File: src/tape_pkg.sv
// Purpose: shared constants and types for the tape write/gap sequencer
// Assumes: 50 MHz mclk, 800 bpi, one motor step per character space
// Notes:   counts above 4096 cycles are defaults for top-level parameters
package tape_pkg;

  // clock
  localparam int unsigned CLK_HZ  = 50_000_000;
  localparam int unsigned CLK_MHZ = CLK_HZ / 1_000_000;

  // oscillator pulse width, least time, rounded up
  localparam int unsigned OSC_PULSE_US  = 10;
  localparam int unsigned OSC_PULSE_CYC = OSC_PULSE_US * CLK_MHZ;

  // nominal stepping rate
  localparam int unsigned STEP_RATE_HZ    = 1000;
  localparam int unsigned STEP_PERIOD_CYC = CLK_HZ / STEP_RATE_HZ;

  // acceleration ramp, plain defaults
  localparam int unsigned ACCEL_START_US  = 4000;
  localparam int unsigned ACCEL_START_CYC = ACCEL_START_US * CLK_MHZ;
  localparam int unsigned ACCEL_DEC_US    = 500;
  localparam int unsigned ACCEL_DEC_CYC   = ACCEL_DEC_US * CLK_MHZ;

  // echo check window after a write step, longest time, rounded down
  localparam int unsigned ECHO_WINDOW_US  = 1950;
  localparam int unsigned ECHO_WINDOW_CYC = ECHO_WINDOW_US * CLK_MHZ;

  // stopping delay appended to each gap, plain default
  localparam int unsigned STOP_DELAY_MS  = 20;
  localparam int unsigned STOP_DELAY_CYC = STOP_DELAY_MS * (CLK_HZ / 1000);

  // gap lengths in character spaces
  localparam int unsigned DENSITY_BPI  = 800;
  localparam int unsigned REC_GAP_MIL  = 600;
  localparam int unsigned FILE_GAP_MIL = 3750;
  localparam int unsigned BOT_GAP_MIL  = 500;

  typedef logic [11:0] space_t;
  typedef logic [23:0] cnt_t;

  localparam space_t REC_GAP_SP  = space_t'(REC_GAP_MIL * DENSITY_BPI / 1000);
  localparam space_t FILE_GAP_SP = space_t'(FILE_GAP_MIL * DENSITY_BPI / 1000);
  localparam space_t BOT_GAP_SP  = space_t'(BOT_GAP_MIL * DENSITY_BPI / 1000);
  localparam space_t CRC_SPACE   = 12'h004;
  localparam space_t LCC_SPACE   = 12'h008;

  // characters
  localparam logic [7:0] MARK_CHAR = 8'hC8;
  // check polynomial feedback, arbitrary default
  localparam logic [7:0] CRC_POLY  = 8'h1D;
  localparam logic [7:0] ZERO_CHAR = 8'h00;

  // synchronised input vector layout
  localparam int unsigned NIN       = 22;
  localparam int unsigned I_DATA    = 0;
  localparam int unsigned I_WSTEP   = 8;
  localparam int unsigned I_EOR     = 9;
  localparam int unsigned I_EOF     = 10;
  localparam int unsigned I_FWD     = 11;
  localparam int unsigned I_SLEW    = 12;
  localparam int unsigned I_LP      = 13;
  localparam int unsigned I_TE      = 14;
  localparam int unsigned I_BRK     = 15;
  localparam int unsigned I_ECHO    = 16;
  localparam int unsigned I_HOK     = 17;
  localparam int unsigned I_LOAD_N  = 18;
  localparam int unsigned I_REW_N   = 19;
  localparam int unsigned I_FILE_N  = 20;
  localparam int unsigned I_RDY_N   = 21;
  // ground closures idle high, so their stages reset high
  localparam logic [NIN-1:0] SYNC_RST = 22'h3C_0000;

  typedef enum logic [2:0] {S_UNLOADED, S_LOADING, S_REWIND, S_READY, S_GAP, S_STOP} state_t;
  typedef enum logic [1:0] {G_BOT, G_REC, G_FILE, G_MARK} gap_t;

endpackage

File: src/pin_sync.sv
// Purpose: three-stage pin synchroniser with agreement filter
// Assumes: inputs asynchronous to mclk
// Notes:   output follows once stages two and three agree
`timescale 1ns/1ps
module pin_sync #(
  parameter int unsigned   W       = 1,
  parameter logic [W-1:0]  RST_VAL = '0
) (
  input  wire logic         mclk,
  input  wire logic         rst,
  input  wire logic         ce,
  input  wire logic [W-1:0] raw,
  output logic      [W-1:0] clean
);

  genvar g;
  generate
    for (g = 0; g < W; g++) begin : g_bit
      logic s1_q, s2_q, s3_q, out_q;
      logic out_d;
      always_comb begin
        out_d = (s2_q == s3_q) ? s2_q : out_q;
      end
      always_ff @(posedge mclk) begin
        if (rst) begin
          s1_q  <= RST_VAL[g];
          s2_q  <= RST_VAL[g];
          s3_q  <= RST_VAL[g];
          out_q <= RST_VAL[g];
        end else if (ce) begin
          s1_q  <= raw[g];
          s2_q  <= s1_q;
          s3_q  <= s2_q;
          out_q <= out_d;
        end
      end
      assign clean[g] = out_q;
    end
  endgenerate

endmodule // pin_sync

File: src/tape_write_gap_sequencer.sv
// Purpose: write-side sequencer of an incremental nine-track recorder
// Assumes: one clock, synchronous reset, every pin passes pin_sync
// Notes:   motor steps are one per character space
//
// Implementation choices: the plain strobed port.
`timescale 1ns/1ps
module tape_write_gap_sequencer #(
  parameter int unsigned STEP_PERIOD_CYC = tape_pkg::STEP_PERIOD_CYC,
  parameter int unsigned ACCEL_START_CYC = tape_pkg::ACCEL_START_CYC,
  parameter int unsigned ACCEL_DEC_CYC   = tape_pkg::ACCEL_DEC_CYC,
  parameter int unsigned ECHO_WINDOW_CYC = tape_pkg::ECHO_WINDOW_CYC,
  parameter int unsigned STOP_DELAY_CYC  = tape_pkg::STOP_DELAY_CYC
) (
  input  wire logic       mclk,
  input  wire logic       rst,
  input  wire logic       ce,
  input  wire logic [7:0] data_in,
  input  wire logic       write_step,
  input  wire logic       end_record_command,
  input  wire logic       end_file_command,
  input  wire logic       forward_select,
  input  wire logic       slew,
  input  wire logic       load_point_sense,
  input  wire logic       tape_end_sense,
  input  wire logic       broken_tape_sense,
  input  wire logic       echo_fault,
  input  wire logic       head_current_ok,
  input  wire logic       load_forward_n,
  input  wire logic       rewind_n,
  input  wire logic       file_gap_n,
  input  wire logic       ready_button_n,
  output logic            motor_step,
  output logic            motor_forward,
  output logic            rewind_drive,
  output logic            head_write,
  output logic [8:0]      head_char,
  output logic            ready,
  output logic            gap_active,
  output logic            write_error,
  output logic            load_point,
  output logic            tape_end_marker,
  output logic            osc_out
);

  function automatic logic [8:0] odd_char(input logic [7:0] b);
    return {~^b, b};
  endfunction

  function automatic logic [7:0] crc_step(input logic [7:0] c, input logic [7:0] ch);
    logic [7:0] x;
    x = c ^ ch;
    return {x[6:0], 1'b0} ^ (x[7] ? tape_pkg::CRC_POLY : tape_pkg::ZERO_CHAR);
  endfunction

  function automatic tape_pkg::space_t gap_len(input tape_pkg::gap_t k);
    case (k)
      tape_pkg::G_BOT:  return tape_pkg::BOT_GAP_SP;
      tape_pkg::G_FILE: return tape_pkg::FILE_GAP_SP;
      default:          return tape_pkg::REC_GAP_SP;
    endcase
  endfunction

  localparam tape_pkg::cnt_t PULSE_C = tape_pkg::cnt_t'(tape_pkg::OSC_PULSE_CYC);
  localparam tape_pkg::cnt_t PER_C   = tape_pkg::cnt_t'(STEP_PERIOD_CYC);
  localparam tape_pkg::cnt_t START_C = tape_pkg::cnt_t'(ACCEL_START_CYC);
  localparam tape_pkg::cnt_t DEC_C   = tape_pkg::cnt_t'(ACCEL_DEC_CYC);
  localparam tape_pkg::cnt_t ECHO_C  = tape_pkg::cnt_t'(ECHO_WINDOW_CYC);
  localparam tape_pkg::cnt_t STOP_C  = tape_pkg::cnt_t'(STOP_DELAY_CYC);
  localparam tape_pkg::cnt_t ONE_C   = 24'h00_0001;

  logic [tape_pkg::NIN-1:0] raw, cln;

  assign raw = {ready_button_n, file_gap_n, rewind_n, load_forward_n, head_current_ok, echo_fault,
                broken_tape_sense, tape_end_sense, load_point_sense, slew, forward_select,
                end_file_command, end_record_command, write_step, data_in};

  pin_sync #(.W(tape_pkg::NIN), .RST_VAL(tape_pkg::SYNC_RST)) u_sync (
    .mclk  (mclk),
    .rst   (rst),
    .ce    (ce),
    .raw   (raw),
    .clean (cln)
  );

  logic [7:0] data_s;
  logic       fwd_s, slew_s, lp_s, te_s, brk_s, echo_s, hok_s;
  logic       load_p, rew_p, file_p, rdy_p;
  assign data_s = cln[tape_pkg::I_DATA +: 8];
  assign fwd_s  = cln[tape_pkg::I_FWD];
  assign slew_s = cln[tape_pkg::I_SLEW];
  assign lp_s   = cln[tape_pkg::I_LP];
  assign te_s   = cln[tape_pkg::I_TE];
  assign brk_s  = cln[tape_pkg::I_BRK];
  assign echo_s = cln[tape_pkg::I_ECHO];
  assign hok_s  = cln[tape_pkg::I_HOK];
  assign load_p = ~cln[tape_pkg::I_LOAD_N];
  assign rew_p  = ~cln[tape_pkg::I_REW_N];
  assign file_p = ~cln[tape_pkg::I_FILE_N];
  assign rdy_p  = ~cln[tape_pkg::I_RDY_N];

  // sequencer state
  tape_pkg::state_t state_q, state_d;
  tape_pkg::gap_t   gap_q, gap_d;
  tape_pkg::space_t sp_q, sp_d, sp_n;
  tape_pkg::cnt_t   tmr_q, tmr_d;
  logic [7:0] crc_q, crc_d, lcc_q, lcc_d;
  logic [8:0] head_char_q, head_char_d;
  logic [3:0] prev_q, prev_d;
  logic dirty_q, dirty_d, crc_pend_q, crc_pend_d, lcc_pend_q, lcc_pend_d, loaded_q, loaded_d;
  logic head_wr_q, head_wr_d, ready_q, ready_d, gap_act_q, gap_act_d, rew_q, rew_d;
  logic lp_q, te_q, fwd_q, fwd_d;
  logic ws_rise, eor_rise, eof_rise, step_take, osc_tick;

  assign prev_d   = {file_p, cln[tape_pkg::I_EOF], cln[tape_pkg::I_EOR], cln[tape_pkg::I_WSTEP]};
  assign ws_rise  = prev_d[0] & ~prev_q[0];
  assign eor_rise = prev_d[1] & ~prev_q[1];
  assign eof_rise = (prev_d[2] & ~prev_q[2]) | (prev_d[3] & ~prev_q[3]);

  always_comb begin
    state_d = state_q;  gap_d = gap_q;  sp_d = sp_q;  sp_n = sp_q + 12'h001;  tmr_d = tmr_q;
    crc_d = crc_q;  lcc_d = lcc_q;  dirty_d = dirty_q;  loaded_d = loaded_q;
    crc_pend_d = crc_pend_q;  lcc_pend_d = lcc_pend_q;
    head_wr_d = 1'b0;  head_char_d = head_char_q;  step_take = 1'b0;
    case (state_q)
      tape_pkg::S_UNLOADED: begin
        loaded_d = 1'b0;
        if (load_p && rdy_p) begin
          state_d  = tape_pkg::S_READY;
          loaded_d = 1'b1;
        end else if (load_p) begin
          state_d = tape_pkg::S_LOADING;
        end
      end
      tape_pkg::S_LOADING: begin
        if (lp_s) begin
          state_d = tape_pkg::S_GAP;
          gap_d   = tape_pkg::G_BOT;
          sp_d    = '0;
        end
      end
      tape_pkg::S_REWIND: begin
        if (lp_s) begin
          state_d = tape_pkg::S_UNLOADED;
        end
      end
      tape_pkg::S_READY: begin
        if (rew_p) begin
          state_d  = tape_pkg::S_REWIND;
          loaded_d = 1'b0;
        end else if (eof_rise || eor_rise) begin
          state_d    = tape_pkg::S_GAP;
          gap_d      = eof_rise ? tape_pkg::G_FILE : tape_pkg::G_REC;
          sp_d       = '0;
          crc_pend_d = dirty_q;
          lcc_pend_d = dirty_q;
        end else if (ws_rise && loaded_q && hok_s) begin
          step_take   = 1'b1;
          head_wr_d   = 1'b1;
          head_char_d = odd_char(data_s);
          crc_d       = crc_step(crc_q, data_s);
          lcc_d       = lcc_q ^ data_s;
          dirty_d     = 1'b1;
        end
      end
      tape_pkg::S_GAP: begin
        if (osc_tick) begin
          sp_d = sp_n;
          if (gap_q != tape_pkg::G_MARK) begin
            if (crc_pend_q && sp_n == tape_pkg::CRC_SPACE) begin
              head_wr_d   = 1'b1;
              head_char_d = odd_char(crc_q);
              lcc_d       = lcc_q ^ crc_q;
              crc_pend_d  = 1'b0;
            end
            if (lcc_pend_q && sp_n == tape_pkg::LCC_SPACE) begin
              head_wr_d   = 1'b1;
              head_char_d = odd_char(lcc_q);
              lcc_pend_d  = 1'b0;
            end
          end else if (sp_n == tape_pkg::LCC_SPACE) begin
            // mark check only, no cyclic check
            head_wr_d   = 1'b1;
            head_char_d = odd_char(tape_pkg::MARK_CHAR);
          end
          if (sp_n == gap_len(gap_q)) begin
            if (gap_q == tape_pkg::G_FILE) begin
              // mark then its check and a record gap
              gap_d       = tape_pkg::G_MARK;
              sp_d        = '0;
              head_wr_d   = 1'b1;
              head_char_d = odd_char(tape_pkg::MARK_CHAR);
            end else begin
              state_d = tape_pkg::S_STOP;
              tmr_d   = '0;
              crc_d   = '0;
              lcc_d   = '0;
              dirty_d = 1'b0;
            end
          end
        end
      end
      tape_pkg::S_STOP: begin
        tmr_d = tmr_q + ONE_C;
        if (tmr_q >= STOP_C - ONE_C) begin
          state_d = tape_pkg::S_READY;
          if (gap_q == tape_pkg::G_BOT) begin
            loaded_d = 1'b1;
          end
        end
      end
      default: begin
        state_d = tape_pkg::S_UNLOADED;
      end
    endcase
    if (brk_s) begin
      state_d   = tape_pkg::S_UNLOADED;
      loaded_d  = 1'b0;
      head_wr_d = 1'b0;
      step_take = 1'b0;
    end
    // ready needs load and head current
    ready_d   = loaded_d & hok_s;
    gap_act_d = (state_d == tape_pkg::S_GAP) || (state_d == tape_pkg::S_STOP);
    rew_d     = (state_d == tape_pkg::S_REWIND);
    // direction select only in ready; rewind runs reverse
    fwd_d     = rew_d ? 1'b0 : ((state_d == tape_pkg::S_READY) ? fwd_s : 1'b1);
  end

  always_ff @(posedge mclk) begin
    if (rst) begin
      state_q <= tape_pkg::S_UNLOADED;  gap_q <= tape_pkg::G_BOT;  sp_q <= '0;  tmr_q <= '0;
      crc_q <= '0;  lcc_q <= '0;  head_char_q <= '0;  prev_q <= '0;
      dirty_q <= 1'b0;  crc_pend_q <= 1'b0;  lcc_pend_q <= 1'b0;  loaded_q <= 1'b0;
      head_wr_q <= 1'b0;  ready_q <= 1'b0;  gap_act_q <= 1'b0;  rew_q <= 1'b0;
      lp_q <= 1'b0;  te_q <= 1'b0;  fwd_q <= 1'b1;
    end else if (ce) begin
      state_q <= state_d;  gap_q <= gap_d;  sp_q <= sp_d;  tmr_q <= tmr_d;
      crc_q <= crc_d;  lcc_q <= lcc_d;  head_char_q <= head_char_d;  prev_q <= prev_d;
      dirty_q <= dirty_d;  crc_pend_q <= crc_pend_d;  lcc_pend_q <= lcc_pend_d;  loaded_q <= loaded_d;
      head_wr_q <= head_wr_d;  ready_q <= ready_d;  gap_act_q <= gap_act_d;  rew_q <= rew_d;
      lp_q <= lp_s;
      te_q <= te_s;
      fwd_q <= fwd_d;
    end
  end

  // stepping oscillator; ramp restarts from the slow end whenever it idles
  tape_pkg::cnt_t per_q, per_d, ocnt_q, ocnt_d, opls_q, opls_d, mstep_q, mstep_d;
  logic osc_run, osc_out_q, motor_step_q;

  // runs for slew, loading, rewind and gaps
  assign osc_run  = (state_q == tape_pkg::S_LOADING) || (state_q == tape_pkg::S_REWIND) ||
                    (state_q == tape_pkg::S_GAP) ||
                    ((state_q == tape_pkg::S_READY) && (slew_s || (loaded_q && load_p)));
  assign osc_tick = osc_run && (ocnt_q >= per_q - ONE_C);

  always_comb begin
    per_d   = per_q;
    ocnt_d  = ocnt_q + ONE_C;
    opls_d  = (opls_q != '0) ? opls_q - ONE_C : '0;
    mstep_d = (mstep_q != '0) ? mstep_q - ONE_C : '0;
    if (!osc_run) begin
      per_d  = START_C;
      ocnt_d = '0;
    end else if (osc_tick) begin
      ocnt_d  = '0;
      per_d   = (per_q > PER_C + DEC_C) ? per_q - DEC_C : PER_C;
      opls_d  = PULSE_C;
      mstep_d = PULSE_C;
    end
    // incremental write steps the motor once per character
    if (step_take && !osc_run) begin
      mstep_d = PULSE_C;
    end
  end

  always_ff @(posedge mclk) begin
    if (rst) begin
      per_q <= START_C;  ocnt_q <= '0;  opls_q <= '0;  mstep_q <= '0;
      osc_out_q <= 1'b0;  motor_step_q <= 1'b0;
    end else if (ce) begin
      per_q <= per_d;  ocnt_q <= ocnt_d;  opls_q <= opls_d;  mstep_q <= mstep_d;
      // oscillator brought out as data clock
      osc_out_q    <= (opls_d != '0);
      motor_step_q <= (mstep_d != '0);
    end
  end

  // echo check window; a late fault in the clearing cycle still sets
  tape_pkg::cnt_t win_q, win_d;
  logic werr_q, werr_d;

  always_comb begin
    win_d  = step_take ? ECHO_C : ((win_q != '0) ? win_q - ONE_C : '0);
    werr_d = werr_q;
    // clear on next step, set wins
    if (step_take) begin
      werr_d = 1'b0;
    end
    if (win_q != '0 && echo_s) begin
      werr_d = 1'b1;
    end
  end

  always_ff @(posedge mclk) begin
    if (rst) begin
      win_q  <= '0;
      werr_q <= 1'b0;
    end else if (ce) begin
      win_q  <= win_d;
      werr_q <= werr_d;
    end
  end

  assign motor_step      = motor_step_q;
  assign motor_forward   = fwd_q;
  assign rewind_drive    = rew_q;
  assign head_write      = head_wr_q;
  assign head_char       = head_char_q;
  assign ready           = ready_q;
  assign gap_active      = gap_act_q;
  assign write_error     = werr_q;
  assign load_point      = lp_q;
  assign tape_end_marker = te_q;
  assign osc_out         = osc_out_q;
endmodule // tape_write_gap_sequencer

File: config.mk
export PLATFORM = sky130hd
export DESIGN_NAME = tape_write_gap_sequencer
export DESIGN_NICKNAME = d
export VERILOG_FILES = /design/src/tape_pkg.sv /design/src/pin_sync.sv /design/src/tape_write_gap_sequencer.sv
export SDC_FILE = /design/constraint.sdc
export NUM_CORES = 1
export LEC_CHECK = 0
export ABC_AREA = 0
export ABC_CLOCK_PERIOD_IN_PS = 5300
export BUFFER_PORTS_ARGS = -buffer_cell sky130_fd_sc_hd__buf_2
export CORE_MARGIN = 2
export CORE_UTILIZATION = 38
export CTS_CLUSTER_DIAMETER = 100
export DETAILED_ROUTE_END_ITERATION = 10
export GPL_ROUTABILITY_DRIVEN = 0
export PLACE_DENSITY = 0.59
export SYNTH_ARGS = -nofsm -noshare
export SYNTH_HDL_FRONTEND = slang
export SYNTH_SLANG_ARGS = --single-unit
File: constraint.sdc
create_clock -name mclk -period 5.3 [get_ports mclk]
set_input_delay 1.325 -clock mclk [delete_from_list [all_inputs] [get_ports mclk]]
set_output_delay 1.325 -clock mclk [all_outputs]
set_load 0.005 [all_outputs]
==> impl_metrics.json <==
{
  "outcome": "finished clean",
  "die_area_sq_um": 43200,
  "grt_pass1_wl_mm": 69.4,
  "placementRows": 74,
  "final_util_pct": 42.9,
  "synth_flop_cell": "dfxtp_1",
  "synthesis.area_sq_um": 15800,
  "synth-seq-cells": 289,
  "synth_nets": 2022,
  "min_period_over_period_pct": 91.6,
  "ir_worst_vdd_mv": 0.294,
  "boundaryPins": 44,
  "route.detailed.drc": 0,
  "grt_max_degree": 81,
  "synth_area_per_cell_sq_um": 8.05,
  "io_buffers": 43,
  "dr.pass1.iters": 5,
  "drive_gt1_share_pct": 8.03,
  "cts_tree": "done",
  "gr-usage-all-layers_pct": 19.1,
  "fin_crit_ns": 4.85,
  "fin_skew_ns": 0.0330,
  "dieHeight_microns": 208,
  "hold_violations": 0,
  "cts_root_buffer": "clkbuf_16",
  "hp-class": "reg -> reg",
  "fillerInstances": 4059,
  "path_cells": "nor4_1 > nand2_1 > nor3_1 > nand2_1 > nor4_1 > xnor2_1 > ha_1 > nand4_1 > nor4_2 > nand4_1 > a31oi_4 > nor2_1 > a211oi_1 > nor3_1",
  "clock-sinks": 289,
  "routedWlPerCell_microns": 16.7,
  "tightest_slew_ns": 1.18,
  "timing.max_cap.violations": 0,
  "drtAntennaViolNets": 0,
  "start_kind": "register",
  "nNetsFinal": 1990,
  "synth_top_cells_by_count": "dfxtp_1 (289), nor2_1 (239), nand2_1 (160), a21oi_1 (128), o21ai_0 (122)",
  "yosys_warnings": 0,
  "synth_most_common_cell": "dfxtp_1",
  "yosys.area.top_type": "dfxtp_1",
  "final-instance-count-excl-fill": 2488,
  "placed_cells": 2424,
  "clock.fmax_ghz": 0.206,
  "cts-resized-gates": 0,
  "worstPathMaxFanout": 27,
  "critPathArrivalTime_ns": 5.24,
  "ctsHoldBuffers": 0,
  "place_hpwl_mm": 28.1,
  "tns_ns": 0,
  "h-tree-depth": 2,
  "ys_seq_area_share_pct": 36.6,
  "die_x_microns": 208,
  "critical_path_class": "reg -> reg",
  "cp_top_family": "simple AND/OR/NAND/NOR gates",
  "synth_top_area_share_pct": 36.6,
  "clock_latency_ns": 0.56,
  "antenna_found_initial": 2,
  "cpPeakStageDelay_ns": 0.78,
  "clkTransAtPathRegs_ns": 0.06,
  "cts_inserted_buffers": 35,
  "wl_mm": 41.5,
  "area_growth_pct": 11.1,
  "grt_pass1_vias": 13400,
  "setup_violations": 0,
  "synth_edf_count": 0,
  "first_iter_violations": 1169,
  "grt_overflow_total": 0,
  "netlist-cell-type-count": 87,
  "core_area_sq_um": 40900,
  "async_flop_share_pct": 0,
  "drv_slew": 0,
  "dr_total_vias": 14200,
  "fin_hold_ws_ns": 0.469,
  "p_leak_nw": 6.72,
  "required_ns": 5.68,
  "synthTopCellsByArea": "dfxtp_1 (37%), nor2_1 (5.7%), mux2i_1 (5.4%), a21oi_1 (4.1%), o21ai_0 (3.9%)",
  "slew_headroom_pct": 20.6,
  "power.density_nw_per_um2": 446,
  "rsz0062_at_grt": "false",
  "slowest_stage": "a31oi_4",
  "viasPerCell": 5.71,
  "clockBufferDepth": 3,
  "endpoint_kind": "register",
  "path_buf_inv": 0,
  "initial_core_util_pct": 38.6,
  "post_cts_buffers": 0,
  "syn-instance-count": 1961
}
final cells by class:
class | instances | area (sq um) | area share [%]
diodes | 1 | 2.50 | 0.0143
clock buffers | 48 | 1010 | 5.74
clock inverters | 15 | 159 | 0.906
inverters | 36 | 135 | 0.770
multi-input cells | 1501 | 9380 | 53.5
flip-flops and latches | 289 | 5790 | 33.0
well taps | 532 | 666 | 3.79
repair buffers | 66 | 403 | 2.30
metrics by stage:
stage	instance area, sq um	power [mW]	worst slack (ns)
floorplan	15800	4.84	1.01
global placement	16400	5.35	0.341
detailed placement	16400	5.39	0.276
CTS	17500	7.87	0.277
global route	17500	8.36	0.0300
finish	17500	7.82	0.445
cells by family (layout without fill, tap and decap cells):
family / after synthesis / after routing / share of synthesized area, %
AO/OA/AOI/OAI: 484 / 484 / 19.8
XOR/XNOR: 114 / 114 / 6.32
adder cells (fa/ha/maj): 36 / 36 / 2.85
buffers and inverters: 171 / 165 / 4.18
flip-flops: 289 / 289 / 36.6
multiplexers: 88 / 88 / 5.60
other: 0 / 1 / 0
AND/OR/NAND/NOR: 779 / 779 / 24.6
routing by layer:
metal | part of all wire, % | track usage [%] | wire, microns | vias up
li1 | - | - | - | 7071
met1 | 47 | 26.1 | 19600 | 6678
met2 | 44 | 29.7 | 18200 | 365
met3 | 5.4 | 2.83 | 2250 | 100
met4 | 3.6 | 8.36 | 1480 | 0
met5 | 0 | 0 | 0 | -
path summary, 6_finish.rpt:
| check | startpoint | to | slack [ns] | cells after the start |
|---|---|---|---|---|
| max | per_q[6] | opls_q[19] | 0.45 | 14 |
| min | u_sync.g_bit[0].s2_q | u_sync.g_bit[0].out_q | 0.47 | 2 |
| max reg2reg | per_q[6] | opls_q[19] | 0.45 | 14 |
| min reg2reg | u_sync.g_bit[0].s2_q | u_sync.g_bit[0].out_q | 0.47 | 2 |
flip-flops by register name, indices dropped and copies added, names as in the netlist, 4 cells and up:
| name | cells |
|---|---|
| lcc_q | 8 |
| per_q | 21 |
| crc_q | 8 |
| ocnt_q | 24 |
| win_q | 24 |
| u_sync.g_bit.s2_q | 22 |
| mstep_q | 24 |
| prev_q | 4 |
| tmr_q | 24 |
| u_sync.g_bit.s3_q | 22 |
| u_sync.g_bit.s1_q | 22 |
| u_sync.g_bit.out_q | 22 |
| sp_q | 12 |
| opls_q | 24 |
| head_char | 9 |
worst reg2reg max path: cells and delay by family, from the launching register on:
| kind | cells | cell delay [ns] |
|---|---|---|
| AND/OR/NAND/NOR | 10 | 2.81 |
| AO/OA/AOI/OAI | 2 | 1.08 |
| flip-flops | 1 | 0.39 |
| adder cells (fa/ha/maj) | 1 | 0.32 |
| XOR/XNOR | 1 | 0.11 |
power breakdown:
group | leakage, nW | internal [mW] | total, mW | switching [mW]
registers | 2.34 | 2.44 | 2.76 | 0.320
clock network | 0.566 | 1.44 | 2.43 | 0.992
logic | 3.81 | 1.03 | 2.63 | 1.60
layout by cell type (no fill, tap or decap), types with 46 or more instances in the layout:
cell type,n
o21ai_0,121
nand3_1,49
nor3_1,76
xnor2_1,68
nor2_1,239
mux2i_1,85
a21oi_1,128
xor2_1,46
nand2_1,159
dfxtp_1,289
(Power assumes the default switching activity.)
